File: src/hso_defines.svh
// Purpose: Timing and threshold constants for the hot swap / ORing controller.
// Assumes: 25 MHz clock; all control timing runs on a 1 us tick.
// Notes: Times keep their printed unit; tick counts derive from them.
`ifndef HSO_DEFINES_SVH
`define HSO_DEFINES_SVH
`define HSO_CLK_PERIOD_NS 40
`define HSO_TICK_NS 1000
`define HSO_TICK_CYC ((`HSO_TICK_NS + `HSO_CLK_PERIOD_NS - 1) / `HSO_CLK_PERIOD_NS)
`define HSO_US_TO_TICKS(t) (((t) * 1000 + `HSO_TICK_NS - 1) / `HSO_TICK_NS)
`define HSO_PG_RISE_US 1000
`define HSO_PG_FALL_US 8000
`define HSO_PUMP_DOWN_US 32000
`define HSO_START_WAIT_US 1900
`define HSO_ORING_UP_US 20
`define HSO_ORING_DOWN_US 15
`define HSO_FAST_TRIP_US 63
`define HSO_RETRY_CYCLES 64
`define HSO_TIMER_TERM 1350
`endif

File: src/hso_pkg.sv
// Purpose: Types shared by the hot swap / ORing controller.
// Assumes: Comparator results arrive as one packed struct.
// Notes: Each struct bit except the two enable pins is a digitised analog decision.
package hso_pkg;
   typedef struct packed {
      logic swap_en;     // Hot swap enable pin
      logic oring_en;    // ORing enable pin
      logic vds_low;     // Pass FET drain-source below 240 mV
      logic vds_high;    // Pass FET drain-source above 310 mV
      logic mon_high;    // Current monitor level above 101 mV
      logic ac_open;     // Anode-cathode drop above 410 mV
      logic ac_fwd;      // Anode-cathode drop above 10 mV
      logic pump_up;     // Pump node above 5.5 V
      logic pump_low;    // Pump node below 3.7 V
      logic rev;         // Reverse sense pos above reverse sense neg
      logic limiting;    // Inrush regulator in power or current limit
      logic overcurrent; // Sense voltage above current limit
      logic fast_trip;   // Sense voltage above fast trip threshold
      logic overtemp;    // Over-temperature shutdown
   } hso_cmp_s;
   typedef enum logic [1:0] {VAR_LATCH = 2'h0, VAR_RETRY = 2'h1, VAR_FAST = 2'h2} hso_variant_e;
   typedef enum logic [1:0] {OR_PRE = 2'h0, OR_OFF = 2'h1, OR_ON = 2'h2} hso_oring_e;
   typedef enum logic [2:0] {
      SW_WAIT = 3'h0, SW_INRUSH = 3'h1, SW_REG = 3'h2, SW_FAULT = 3'h3,
      SW_LATCHED = 3'h4, SW_RETRY = 3'h5, SW_FTRIP = 3'h6
   } hso_swap_e;
   typedef enum logic [1:0] {
      OG_DN_WEAK = 2'h0, OG_DN_STRONG = 2'h1, OG_UP_STRONG = 2'h2, OG_UP_WEAK = 2'h3
   } hso_ogate_e;
   typedef enum logic [1:0] {HG_OFF = 2'h0, HG_REGULATE = 2'h1, HG_HIGH = 2'h2, HG_FAST = 2'h3} hso_swap_gate_drive_e;
endpackage : hso_pkg

File: src/hso_ctrl.sv
// Purpose: ORing and hot swap control state machines with status flags.
// Assumes: Inputs are comparator decisions; one clock, synchronous reset.
// Notes: Timer levels are counters; analog magnitudes appear as drive phases.
// Summary of operation
// Power-good rises after 1 ms good window
// Power-good falls after 8 ms bad window
// Status flag mirrors ORing driver on state
// Fault on short, timeout, open, overtemp
// Fault when pump down beyond 32 ms
// Hot swap waits for pump up first
// ORing precharge after reset or low pump
// Precharge to off once pump above 5.5V
// Off holds gate low; forward drop turns on
// Strong pull-up 20 us, then weak pull-up
// Reverse current returns ORing to off
// Strong pull-down 15 us, then weak pull-down
// Start-up waits 1.9 ms after pump up
// Inrush timer runs while limiting; timeout stops
// Regular keeps timers clear, overcurrent gives fault
// Fast trip pulses gate down 63 us
// Fault timer expiry stops; clearing returns regular
// Latched holds off; enable rise restarts inrush
// Retry runs 64 timer cycles before restart
// Timeout when timer exceeds terminal level
// Variant select and programmable terminal counts
// Inputs synchronised; times counted in ticks
`include "hso_defines.svh"
module hso_ctrl #(
   parameter int unsigned TICK_CYC = `HSO_TICK_CYC, // Clocks per tick
   parameter int unsigned PG_RISE_TICKS = `HSO_US_TO_TICKS(`HSO_PG_RISE_US), // Good deglitch
   parameter int unsigned PG_FALL_TICKS = `HSO_US_TO_TICKS(`HSO_PG_FALL_US), // Bad deglitch
   parameter int unsigned PUMP_TICKS = `HSO_US_TO_TICKS(`HSO_PUMP_DOWN_US), // Pump down limit
   parameter int unsigned START_TICKS = `HSO_US_TO_TICKS(`HSO_START_WAIT_US), // Start wait
   parameter int unsigned UP_TICKS = `HSO_US_TO_TICKS(`HSO_ORING_UP_US), // Strong pull-up
   parameter int unsigned DOWN_TICKS = `HSO_US_TO_TICKS(`HSO_ORING_DOWN_US), // Strong pull-down
   parameter int unsigned TRIP_TICKS = `HSO_US_TO_TICKS(`HSO_FAST_TRIP_US), // Fast trip pulse
   parameter int unsigned RETRY_CYCLES = `HSO_RETRY_CYCLES, // Retry timer cycles
   parameter int unsigned INR_TERM = `HSO_TIMER_TERM, // Inrush timer terminal level
   parameter int unsigned OC_TERM = `HSO_TIMER_TERM // Fault timer terminal level
) (
   input wire logic mclk_in, // 25 MHz clock
   input wire logic rst_in, // Synchronous reset, active high
   input wire hso_pkg::hso_variant_e variant_sel_in, // Static variant select
   input wire hso_pkg::hso_cmp_s cmp_in, // Comparator and enable inputs
   output logic swap_power_good_out, // Hot swap power good
   output logic oring_status_out, // ORing driver on
   output logic fault_out_n_out, // Fault, active low
   output hso_pkg::hso_ogate_e oring_gate_drive_out, // ORing gate drive phase
   output hso_pkg::hso_swap_gate_drive_e swap_gate_drive_out, // Hot swap gate drive phase
   output hso_pkg::hso_oring_e oring_state_out, // ORing machine state
   output hso_pkg::hso_swap_e swap_state_out // Hot swap machine state
);
   import hso_pkg::*;
   localparam int CW = 16; // Width of tick counters
   localparam int TW = 12; // Width of timer levels
   hso_cmp_s s1_q, c; // Synchroniser stages
   logic en_prev_q; // Enable history for edge detect
   logic [7:0] div_q, div_d; // Tick divider
   logic tick; // One-cycle tick enable
   hso_oring_e og_q, og_d; // ORing state
   logic [CW-1:0] oph_q, oph_d; // ORing strong phase remaining
   hso_ogate_e ogd_q, ogd_d; // ORing drive
   hso_swap_e sw_q, sw_d; // Hot swap state
   logic [CW-1:0] ph_q, ph_d; // Hot swap phase counter
   logic [TW-1:0] inr_q, inr_d; // Inrush timer level
   logic [TW-1:0] oc_q, oc_d; // Fault timer level
   logic [6:0] rty_q, rty_d; // Retry cycle count
   logic rup_q, rup_d; // Retry timer charging
   hso_swap_gate_drive_e hg_q, hg_d; // Hot swap drive
   logic pg_q, pg_d; // Power good
   logic [CW-1:0] pgc_q, pgc_d; // Power-good deglitch count
   logic [CW-1:0] pmp_q, pmp_d; // Pump down duration
   logic flt_q, flt_d; // Fault flag
   logic en_rise, pump_ok, inr_to, oc_to, inr_chg, oc_chg, tmr_clr;

   // Two-flop synchroniser; only the second stage feeds logic
   always_ff @(posedge mclk_in) begin
      if (rst_in) begin
         s1_q <= '0;
         c <= '0;
         en_prev_q <= 1'b0;
      end else begin
         s1_q <= cmp_in;
         c <= s1_q;
         en_prev_q <= c.swap_en;
      end
   end
   assign en_rise = c.swap_en & ~en_prev_q;

   // Tick divider next value
   always_comb begin
      tick = (div_q == 8'(TICK_CYC - 1));
      div_d = tick ? 8'h00 : div_q + 8'h01;
   end
   always_ff @(posedge mclk_in) begin
      if (rst_in) div_q <= 8'h00;
      else div_q <= div_d;
   end

   // ORing machine next state
   always_comb begin
      og_d = og_q;
      oph_d = oph_q;
      if (tick && oph_q != '0) oph_d = oph_q - CW'(1); // Strong phase runs down
      case (og_q)
         OR_PRE: begin
            if (c.pump_up) og_d = OR_OFF;
         end
         OR_OFF: begin
            // Only a forward drop with ORing enabled closes the FET
            if (c.oring_en && c.ac_fwd) begin
               og_d = OR_ON;
               oph_d = CW'(UP_TICKS);
            end
         end
         OR_ON: begin
            if (c.rev || !c.oring_en) begin
               og_d = OR_OFF;
               oph_d = CW'(DOWN_TICKS);
            end
         end
         default: og_d = OR_PRE;
      endcase
      // Low pump wins over everything: gate cannot be held up without it
      if (c.pump_low) begin
         og_d = OR_PRE;
         oph_d = '0;
      end
      // Drive follows the next state so output and state line up
      if (og_d == OR_ON) ogd_d = (oph_d != '0) ? OG_UP_STRONG : OG_UP_WEAK;
      else if (og_d == OR_OFF && oph_d != '0) ogd_d = OG_DN_STRONG;
      else ogd_d = OG_DN_WEAK;
   end
   always_ff @(posedge mclk_in) begin
      if (rst_in) begin
         og_q <= OR_PRE;
         oph_q <= '0;
         ogd_q <= OG_DN_WEAK;
      end else begin
         og_q <= og_d;
         oph_q <= oph_d;
         ogd_q <= ogd_d;
      end
   end
   assign pump_ok = (og_q != OR_PRE);

   // Hot swap machine next state and timers
   always_comb begin
      sw_d = sw_q;
      ph_d = ph_q;
      rty_d = rty_q;
      rup_d = rup_q;
      hg_d = hg_q;
      inr_chg = 1'b0;
      oc_chg = 1'b0;
      tmr_clr = 1'b0;
      inr_to = (inr_q > TW'(INR_TERM));
      oc_to = (oc_q > TW'(OC_TERM));
      case (sw_q)
         SW_WAIT: begin
            hg_d = HG_OFF;
            // Count restarts whenever the pump drops or enable goes away
            if (!pump_ok || !c.swap_en) ph_d = '0;
            else if (tick) begin
               if (ph_q >= CW'(START_TICKS - 1)) begin
                  sw_d = SW_INRUSH;
                  hg_d = HG_REGULATE;
                  tmr_clr = 1'b1;
               end else ph_d = ph_q + CW'(1);
            end
         end
         SW_INRUSH: begin
            hg_d = HG_REGULATE;
            inr_chg = c.limiting;
            if (!c.swap_en) begin
               sw_d = SW_WAIT;
               ph_d = '0;
               hg_d = HG_OFF;
            end else if (inr_to) begin
               sw_d = (variant_sel_in == VAR_RETRY) ? SW_RETRY : SW_LATCHED;
               hg_d = HG_OFF;
               rty_d = '0;
               rup_d = 1'b0;
            end else if (!c.limiting && c.vds_low) begin
               sw_d = SW_REG;
               hg_d = HG_HIGH;
            end
         end
         SW_REG, SW_FAULT: begin
            hg_d = HG_HIGH;
            if (sw_q == SW_REG) tmr_clr = 1'b1;
            else oc_chg = c.overcurrent;
            if (!c.swap_en) begin
               sw_d = SW_WAIT;
               ph_d = '0;
               hg_d = HG_OFF;
            end else if (c.fast_trip) begin
               sw_d = SW_FTRIP;
               ph_d = '0;
               hg_d = HG_FAST;
            end else if (sw_q == SW_FAULT && oc_to) begin
               sw_d = (variant_sel_in == VAR_RETRY) ? SW_RETRY : SW_LATCHED;
               hg_d = HG_OFF;
               rty_d = '0;
               rup_d = 1'b0;
            end else if (sw_q == SW_REG && c.overcurrent) sw_d = SW_FAULT;
            else if (sw_q == SW_FAULT && !c.overcurrent) sw_d = SW_REG;
         end
         SW_FTRIP: begin
            hg_d = HG_FAST;
            if (tick) begin
               if (ph_q >= CW'(TRIP_TICKS - 1)) begin
                  tmr_clr = 1'b1;
                  // Fast latch stops until enable rises again; the others try start-up again
                  sw_d = (variant_sel_in == VAR_FAST) ? SW_LATCHED : SW_INRUSH;
                  hg_d = (variant_sel_in == VAR_FAST) ? HG_OFF : HG_REGULATE;
               end else ph_d = ph_q + CW'(1);
            end
         end
         SW_LATCHED: begin
            hg_d = HG_OFF;
            if (en_rise) begin
               sw_d = SW_INRUSH;
               hg_d = HG_REGULATE;
               tmr_clr = 1'b1;
            end
         end
         SW_RETRY: begin
            hg_d = HG_OFF;
            inr_chg = rup_q;
            if (!c.swap_en) begin
               sw_d = SW_WAIT;
               ph_d = '0;
            end else if (rup_q && inr_to) rup_d = 1'b0;
            else if (!rup_q && inr_q == '0) begin
               // One full charge and discharge completed
               if (rty_q == 7'(RETRY_CYCLES - 1)) begin
                  sw_d = SW_INRUSH;
                  hg_d = HG_REGULATE;
               end else begin
                  rty_d = rty_q + 7'h01;
                  rup_d = 1'b1;
               end
            end
         end
         default: sw_d = SW_WAIT;
      endcase
      // Timers charge while their condition holds, else bleed down
      inr_d = inr_q;
      oc_d = oc_q;
      if (tmr_clr) begin
         inr_d = '0;
         oc_d = '0;
      end else if (tick) begin
         if (inr_chg && inr_q != '1) inr_d = inr_q + TW'(1);
         else if (!inr_chg && inr_q != '0) inr_d = inr_q - TW'(1);
         if (oc_chg && oc_q != '1) oc_d = oc_q + TW'(1);
         else if (!oc_chg && oc_q != '0) oc_d = oc_q - TW'(1);
      end
   end
   always_ff @(posedge mclk_in) begin
      if (rst_in) begin
         sw_q <= SW_WAIT;
         ph_q <= '0;
         inr_q <= '0;
         oc_q <= '0;
         rty_q <= 7'h00;
         rup_q <= 1'b0;
         hg_q <= HG_OFF;
      end else begin
         sw_q <= sw_d;
         ph_q <= ph_d;
         inr_q <= inr_d;
         oc_q <= oc_d;
         rty_q <= rty_d;
         rup_q <= rup_d;
         hg_q <= hg_d;
      end
   end

   // Power-good deglitch, pump watchdog and fault flag
   always_comb begin
      pg_d = pg_q;
      pgc_d = pgc_q;
      pmp_d = pmp_q;
      if (!pg_q) begin
         if (!(c.swap_en && c.vds_low)) pgc_d = '0;
         else if (tick) begin
            if (pgc_q == CW'(PG_RISE_TICKS - 1)) begin
               pg_d = 1'b1;
               pgc_d = '0;
            end else pgc_d = pgc_q + CW'(1);
         end
      end else begin
         if (c.swap_en && !c.vds_high && sw_q != SW_LATCHED) pgc_d = '0;
         else if (tick) begin
            if (pgc_q == CW'(PG_FALL_TICKS - 1)) begin
               pg_d = 1'b0;
               pgc_d = '0;
            end else pgc_d = pgc_q + CW'(1);
         end
      end
      // Saturates one past the limit so a long outage stays flagged
      if (pump_ok) pmp_d = '0;
      else if (tick && pmp_q <= CW'(PUMP_TICKS)) pmp_d = pmp_q + CW'(1);
      flt_d = (!c.swap_en && c.mon_high)
         || sw_q == SW_LATCHED || sw_q == SW_RETRY
         || (c.oring_en && pump_ok && c.ac_open)
         || (pmp_q > CW'(PUMP_TICKS))
         || c.overtemp;
   end
   always_ff @(posedge mclk_in) begin
      if (rst_in) begin
         pg_q <= 1'b0;
         pgc_q <= '0;
         pmp_q <= '0;
         flt_q <= 1'b0;
      end else begin
         pg_q <= pg_d;
         pgc_q <= pgc_d;
         pmp_q <= pmp_d;
         flt_q <= flt_d;
      end
   end

   assign swap_power_good_out = pg_q;
   assign oring_status_out = (og_q == OR_ON);
   assign fault_out_n_out = ~flt_q;
   assign oring_gate_drive_out = ogd_q;
   assign swap_gate_drive_out = hg_q;
   assign oring_state_out = og_q;
   assign swap_state_out = sw_q;
endmodule // hso_ctrl

File: config.mk
export PLATFORM = sky130hd
export DESIGN_NAME = hso_ctrl
export DESIGN_NICKNAME = d
export VERILOG_FILES = /design/src/hso_pkg.sv /design/src/hso_ctrl.sv
export VERILOG_INCLUDE_DIRS = /design/src
export SDC_FILE = /design/constraint.sdc
export NUM_CORES = 1
export LEC_CHECK = 0
export BUFFER_PORTS_ARGS = -buffer_cell sky130_fd_sc_hd__buf_2
export CAP_MARGIN = 20
export CELL_PAD_IN_SITES_DETAIL_PLACEMENT = 1
export CELL_PAD_IN_SITES_GLOBAL_PLACEMENT = 2
export CORE_MARGIN = 2
export CORE_UTILIZATION = 38
export DETAILED_ROUTE_END_ITERATION = 10
export PLACE_DENSITY = 0.83
export SLEW_MARGIN = 20
export SYNTH_ARGS = -nofsm -noshare
export SYNTH_HDL_FRONTEND = slang
export SYNTH_SLANG_ARGS = --single-unit
File: constraint.sdc
create_clock -name mclk_in -period 4.3 [get_ports mclk_in]
set_input_delay 0 -clock mclk_in [delete_from_list [all_inputs] [get_ports mclk_in]]
set_output_delay 0 -clock mclk_in [all_outputs]
set_load 0.1 [all_outputs]
==> qor.txt <==
====================================================================================
Result of the run ..................................................... finished clean
Layout area overhead ..................................................        13.9%
Total congestion overflow .............................................            0
Total Neg Setup Slack .................................................         0 ns
Fin nets ..............................................................        1,014
Most frequent cell after synthesis .................................... sky130_fd_sc_hd__dfxtp_1
Peak supply drop ......................................................     0.277 mV
Largest net degree at the start of global routing .....................           44
Routed wire length ....................................................    19,300 um
IO Port Bufs ..........................................................           29
EDFF count, synth .....................................................            0
Slowest Stage Delay on Critical Path ..................................      0.69 ns
Unrepaired setup endpoints after global routing .......................           no
Setup crit start kind .................................................     register
Overall power .........................................................      3.03 mW
Post-synth top area share .............................................        36.9%
HPWL reported at the end of detailed placement ........................    13,700 um
Standard cell with the maximum stage delay on the critical path ....... sky130_fd_sc_hd__dfxtp_1
Clock-pin transition on the worst setup and hold timing paths .........      0.06 ns
Worst slew margin relative to its limit ...............................        44.7%
Via count of the first global-routing pass ............................        6,739
Fraction of the core area covered by cells at the end of the flow .....        44.1%
Switching power of the nets ...........................................     0.714 mW
Commonest cells in the synthesized netlist ............................ sky130_fd_sc_hd__dfxtp_1 (144), sky130_fd_sc_hd__nor2_1 (135), sky130_fd_sc_hd__nand2_1 (46)
DRC violations left ...................................................            0
Reg2reg start ......................................................... swap_state_out[1]
Endpoint required time on the critical path ...........................      4.65 ns
Post-detailed-route wirelength per cell ...............................      15.6 um
Part of the total power dissipated in the clock network ...............        49.9%
Number of different library cells in the post-synthesis netlist .......           77
Postcts setup bufs ....................................................            0
Ratio of cells with drive above 1 in the final layout .................        8.75%
Die Outline Area ......................................................  0.0217 mm^2
Post-DRT Antenna Nets .................................................            0
Total number of vias ..................................................        6,646
Sink count of the clock tree ..........................................          144
Register area share after synthesis ...................................        36.9%
Synthesized area ...................................................... 0.00780 mm^2
Final-report setup violation count ....................................            0
Gate Count Post-Synth .................................................          925
Peak fanout along the critical path ...................................           19
Sequential cell fraction of total power ...............................        45.1%
Final slew viol count .................................................            0
TritonCTS Buffers .....................................................           17
Clock latency of the later-clocked register in the worst-skew pair ....      0.43 ns
Worst Path Class, Setup ............................................... register to register
Switching power as a share of total power .............................        23.6%
Flip-flop and latch count after synthesis .............................          144
Data arrival time at the worst-slack endpoint .........................      4.13 ns
Floorplan Core Area ...................................................  0.0202 mm^2
Ratio of total power to cell area .....................................  341 mW/mm^2
Total track usage .....................................................        18.6%
Top-level I/O count ...................................................           30
Post-cts repair resize count ..........................................            0
Root buffer selected by CTS ........................................... sky130_fd_sc_hd__clkbuf_16
Routability Congestion ................................................        0.840
Kind of end point of the critical path ................................     register
Antenna diodes ........................................................            0
Per-instance average area after synthesis .............................    8.44 um^2
Hold slack final ......................................................    0.0468 ns
Number of buffers between clock root and the deepest sink .............            2
Hold violation total from the final report ............................            0
Transition time at the pin with the least slew margin .................     0.823 ns
H-tree lvl count ......................................................            4
Critical path buffer and inverter count ...............................            0
Via/cell ratio ........................................................         5.36
Worst clock skew ......................................................    0.0151 ns
Final min period ......................................................      3.78 ns
DIE HEIGHT ............................................................       147 um
Starting density of the core ..........................................        38.7%
Yosys warns ...........................................................            0
Combinational cell fraction of total power ............................         5.0%
Worst hold path startpoint ............................................ variant_sel_in[1]
Class of the worst hold path .......................................... input port to register
Number of antenna violations at the first check in global routing .....            0
Wire length of the first global-routing pass ..........................    33,000 um
Setup crit start ...................................................... swap_state_out[1]
Internal power consumption ............................................      2.32 mW
Final critical-path setup slack .......................................     0.521 ns
Lkg Pwr ...............................................................      3.38 nW
CTS tree ..............................................................          yes
Main flop type after synthesis ........................................ sky130_fd_sc_hd__dfxtp_1
Period utilization ....................................................        87.9%
Critical path cell sequence ........................................... and3b_1, nand3_1, ha_1, a211oi_1, o21a_1, o31ai_1, o41ai_1, xor2_1, or3_1, a21oi_1
Maximum clock rate ....................................................      265 MHz
Post-Syn Nets .........................................................          979
First DRT Iteration DRCs ..............................................          247
Die width .............................................................       147 um
Filler cell count in the final layout .................................        2,408
Detailed Routing Iterations Pass 1 ....................................            4
Largest area contributor in the synthesized netlist ................... sky130_fd_sc_hd__dfxtp_1
Share of flip-flops with an asynchronous set or reset after synthesis .           0%
Crit path max-delay family ............................................ compound AO/OA/AOI/OAI gates
DP Worst Slack ........................................................     0.537 ns
Dominant cells by area after synthesis ................................ sky130_fd_sc_hd__dfxtp_1 (37%), sky130_fd_sc_hd__nor2_1 (6.5%), sky130_fd_sc_hd__ha_1 (5.5%), sky130_fd_sc_hd__xor2_1 (4.6%), sky130_fd_sc_hd__xnor2_1 (3.3%)
Cell Rows .............................................................           52
Maximum Capacitance Violations ........................................            0
====================================================================================
through the flow:
step | cell area, um^2 | instances
finish | 8890 | 1241
floorplan | 7800 | 925
global placement | 8160 | 1197
global route | 8890 | 1241
CTS | 8890 | 1241
detailed placement | 8160 | 1197
state kept, by name (all words and copies together) (netlist names), 7 cells and up:
register,flops
oph_q,16
pgc_q,16
rty_q,7
oc_q,12
c,14
ph_q,16
div_q,8
s1_q,14
pmp_q,16
inr_q,12
layout by cell type (no fill, tap or decap), types with 29 or more instances in the layout:
master and count:
sky130_fd_sc_hd__xnor2_1 29, sky130_fd_sc_hd__nor2b_1 39, sky130_fd_sc_hd__buf_2 29, sky130_fd_sc_hd__ha_1 34
sky130_fd_sc_hd__a21oi_1 42, sky130_fd_sc_hd__nor2_1 135, sky130_fd_sc_hd__inv_1 31, sky130_fd_sc_hd__nor3_1 31
sky130_fd_sc_hd__nand2_1 46, sky130_fd_sc_hd__xor2_1 41, sky130_fd_sc_hd__dfxtp_1 144
cell type report:
type                            count  area [um^2]  share of cell area (%)
Inverter                           31          116                    1.31
Tap cell                          270          338                    3.80
Clock buffer                       18          429                    4.83
Sequential cell                   144         2880                    32.4
Timing Repair Buffer               49          330                    3.71
Clock inverter                     12          160                    1.80
Multi-Input combinational cell    717         4640                    52.1
metal layers:
layer / vias up / routed length (um) / track usage (%)
met3: 10 / 347 / 3.73
li1: 3375 / - / -
met2: 61 / 9460 / 32.3
met1: 3200 / 9350 / 23.7
met4: 0 / 180 / 4.71
met5: - / 0 / 0
tightest hold or removal path: cells and delay by family:
| family | cells | cell delay (ns) |
|---|---|---|
| AO/OA/AOI/OAI | 2 | 0.27 |
| AND/OR/NAND/NOR | 1 | 0.05 |
| buffers and inverters | 1 | 0.08 |
final timing paths:
kind	end	slack (ns)	depth (start not counted)
hold / removal	swap_state_out[0]	0.05	4
setup / recovery	oc_q[11]	0.52	10
setup reg to reg	oc_q[11]	0.52	10
hold reg to reg	c[10]	0.43	1
logic make-up (layout without fill, tap and decap cells):
| family | count (synthesis) | after routing | synth area share, % |
|---|---|---|---|
| muxes | 14 | 14 | 1.81 |
| adders and majority gates | 36 | 36 | 5.96 |
| DFF | 144 | 144 | 36.9 |
| and+or+nand+nor | 423 | 423 | 28.6 |
| AOI/OAI and AO/OA | 174 | 174 | 15.1 |
| buffers and inverters | 64 | 110 | 3.65 |
| xor gates and xnor gates | 70 | 70 | 7.85 |
power groups by stage:
stage | clock (mW) | sequential, mW | combinational, mW
4_1_cts | 1.55 | 1.37 | 0.153
5_1_grt | 1.61 | 1.37 | 0.168
6_report | 1.51 | 1.37 | 0.152
3_5_place_dp | 0 | 1.40 | 0.143
2_1_floorplan | 0 | 1.41 | 0.0914
3_3_place_gp | 0 | 1.40 | 0.142
timing repair:
item                       CTS  global route
hold buffers                14             0
setup endpoints to repair    0             0
hold endpoints to repair    14             0
Note: power is estimated with default switching activity, not from simulation.
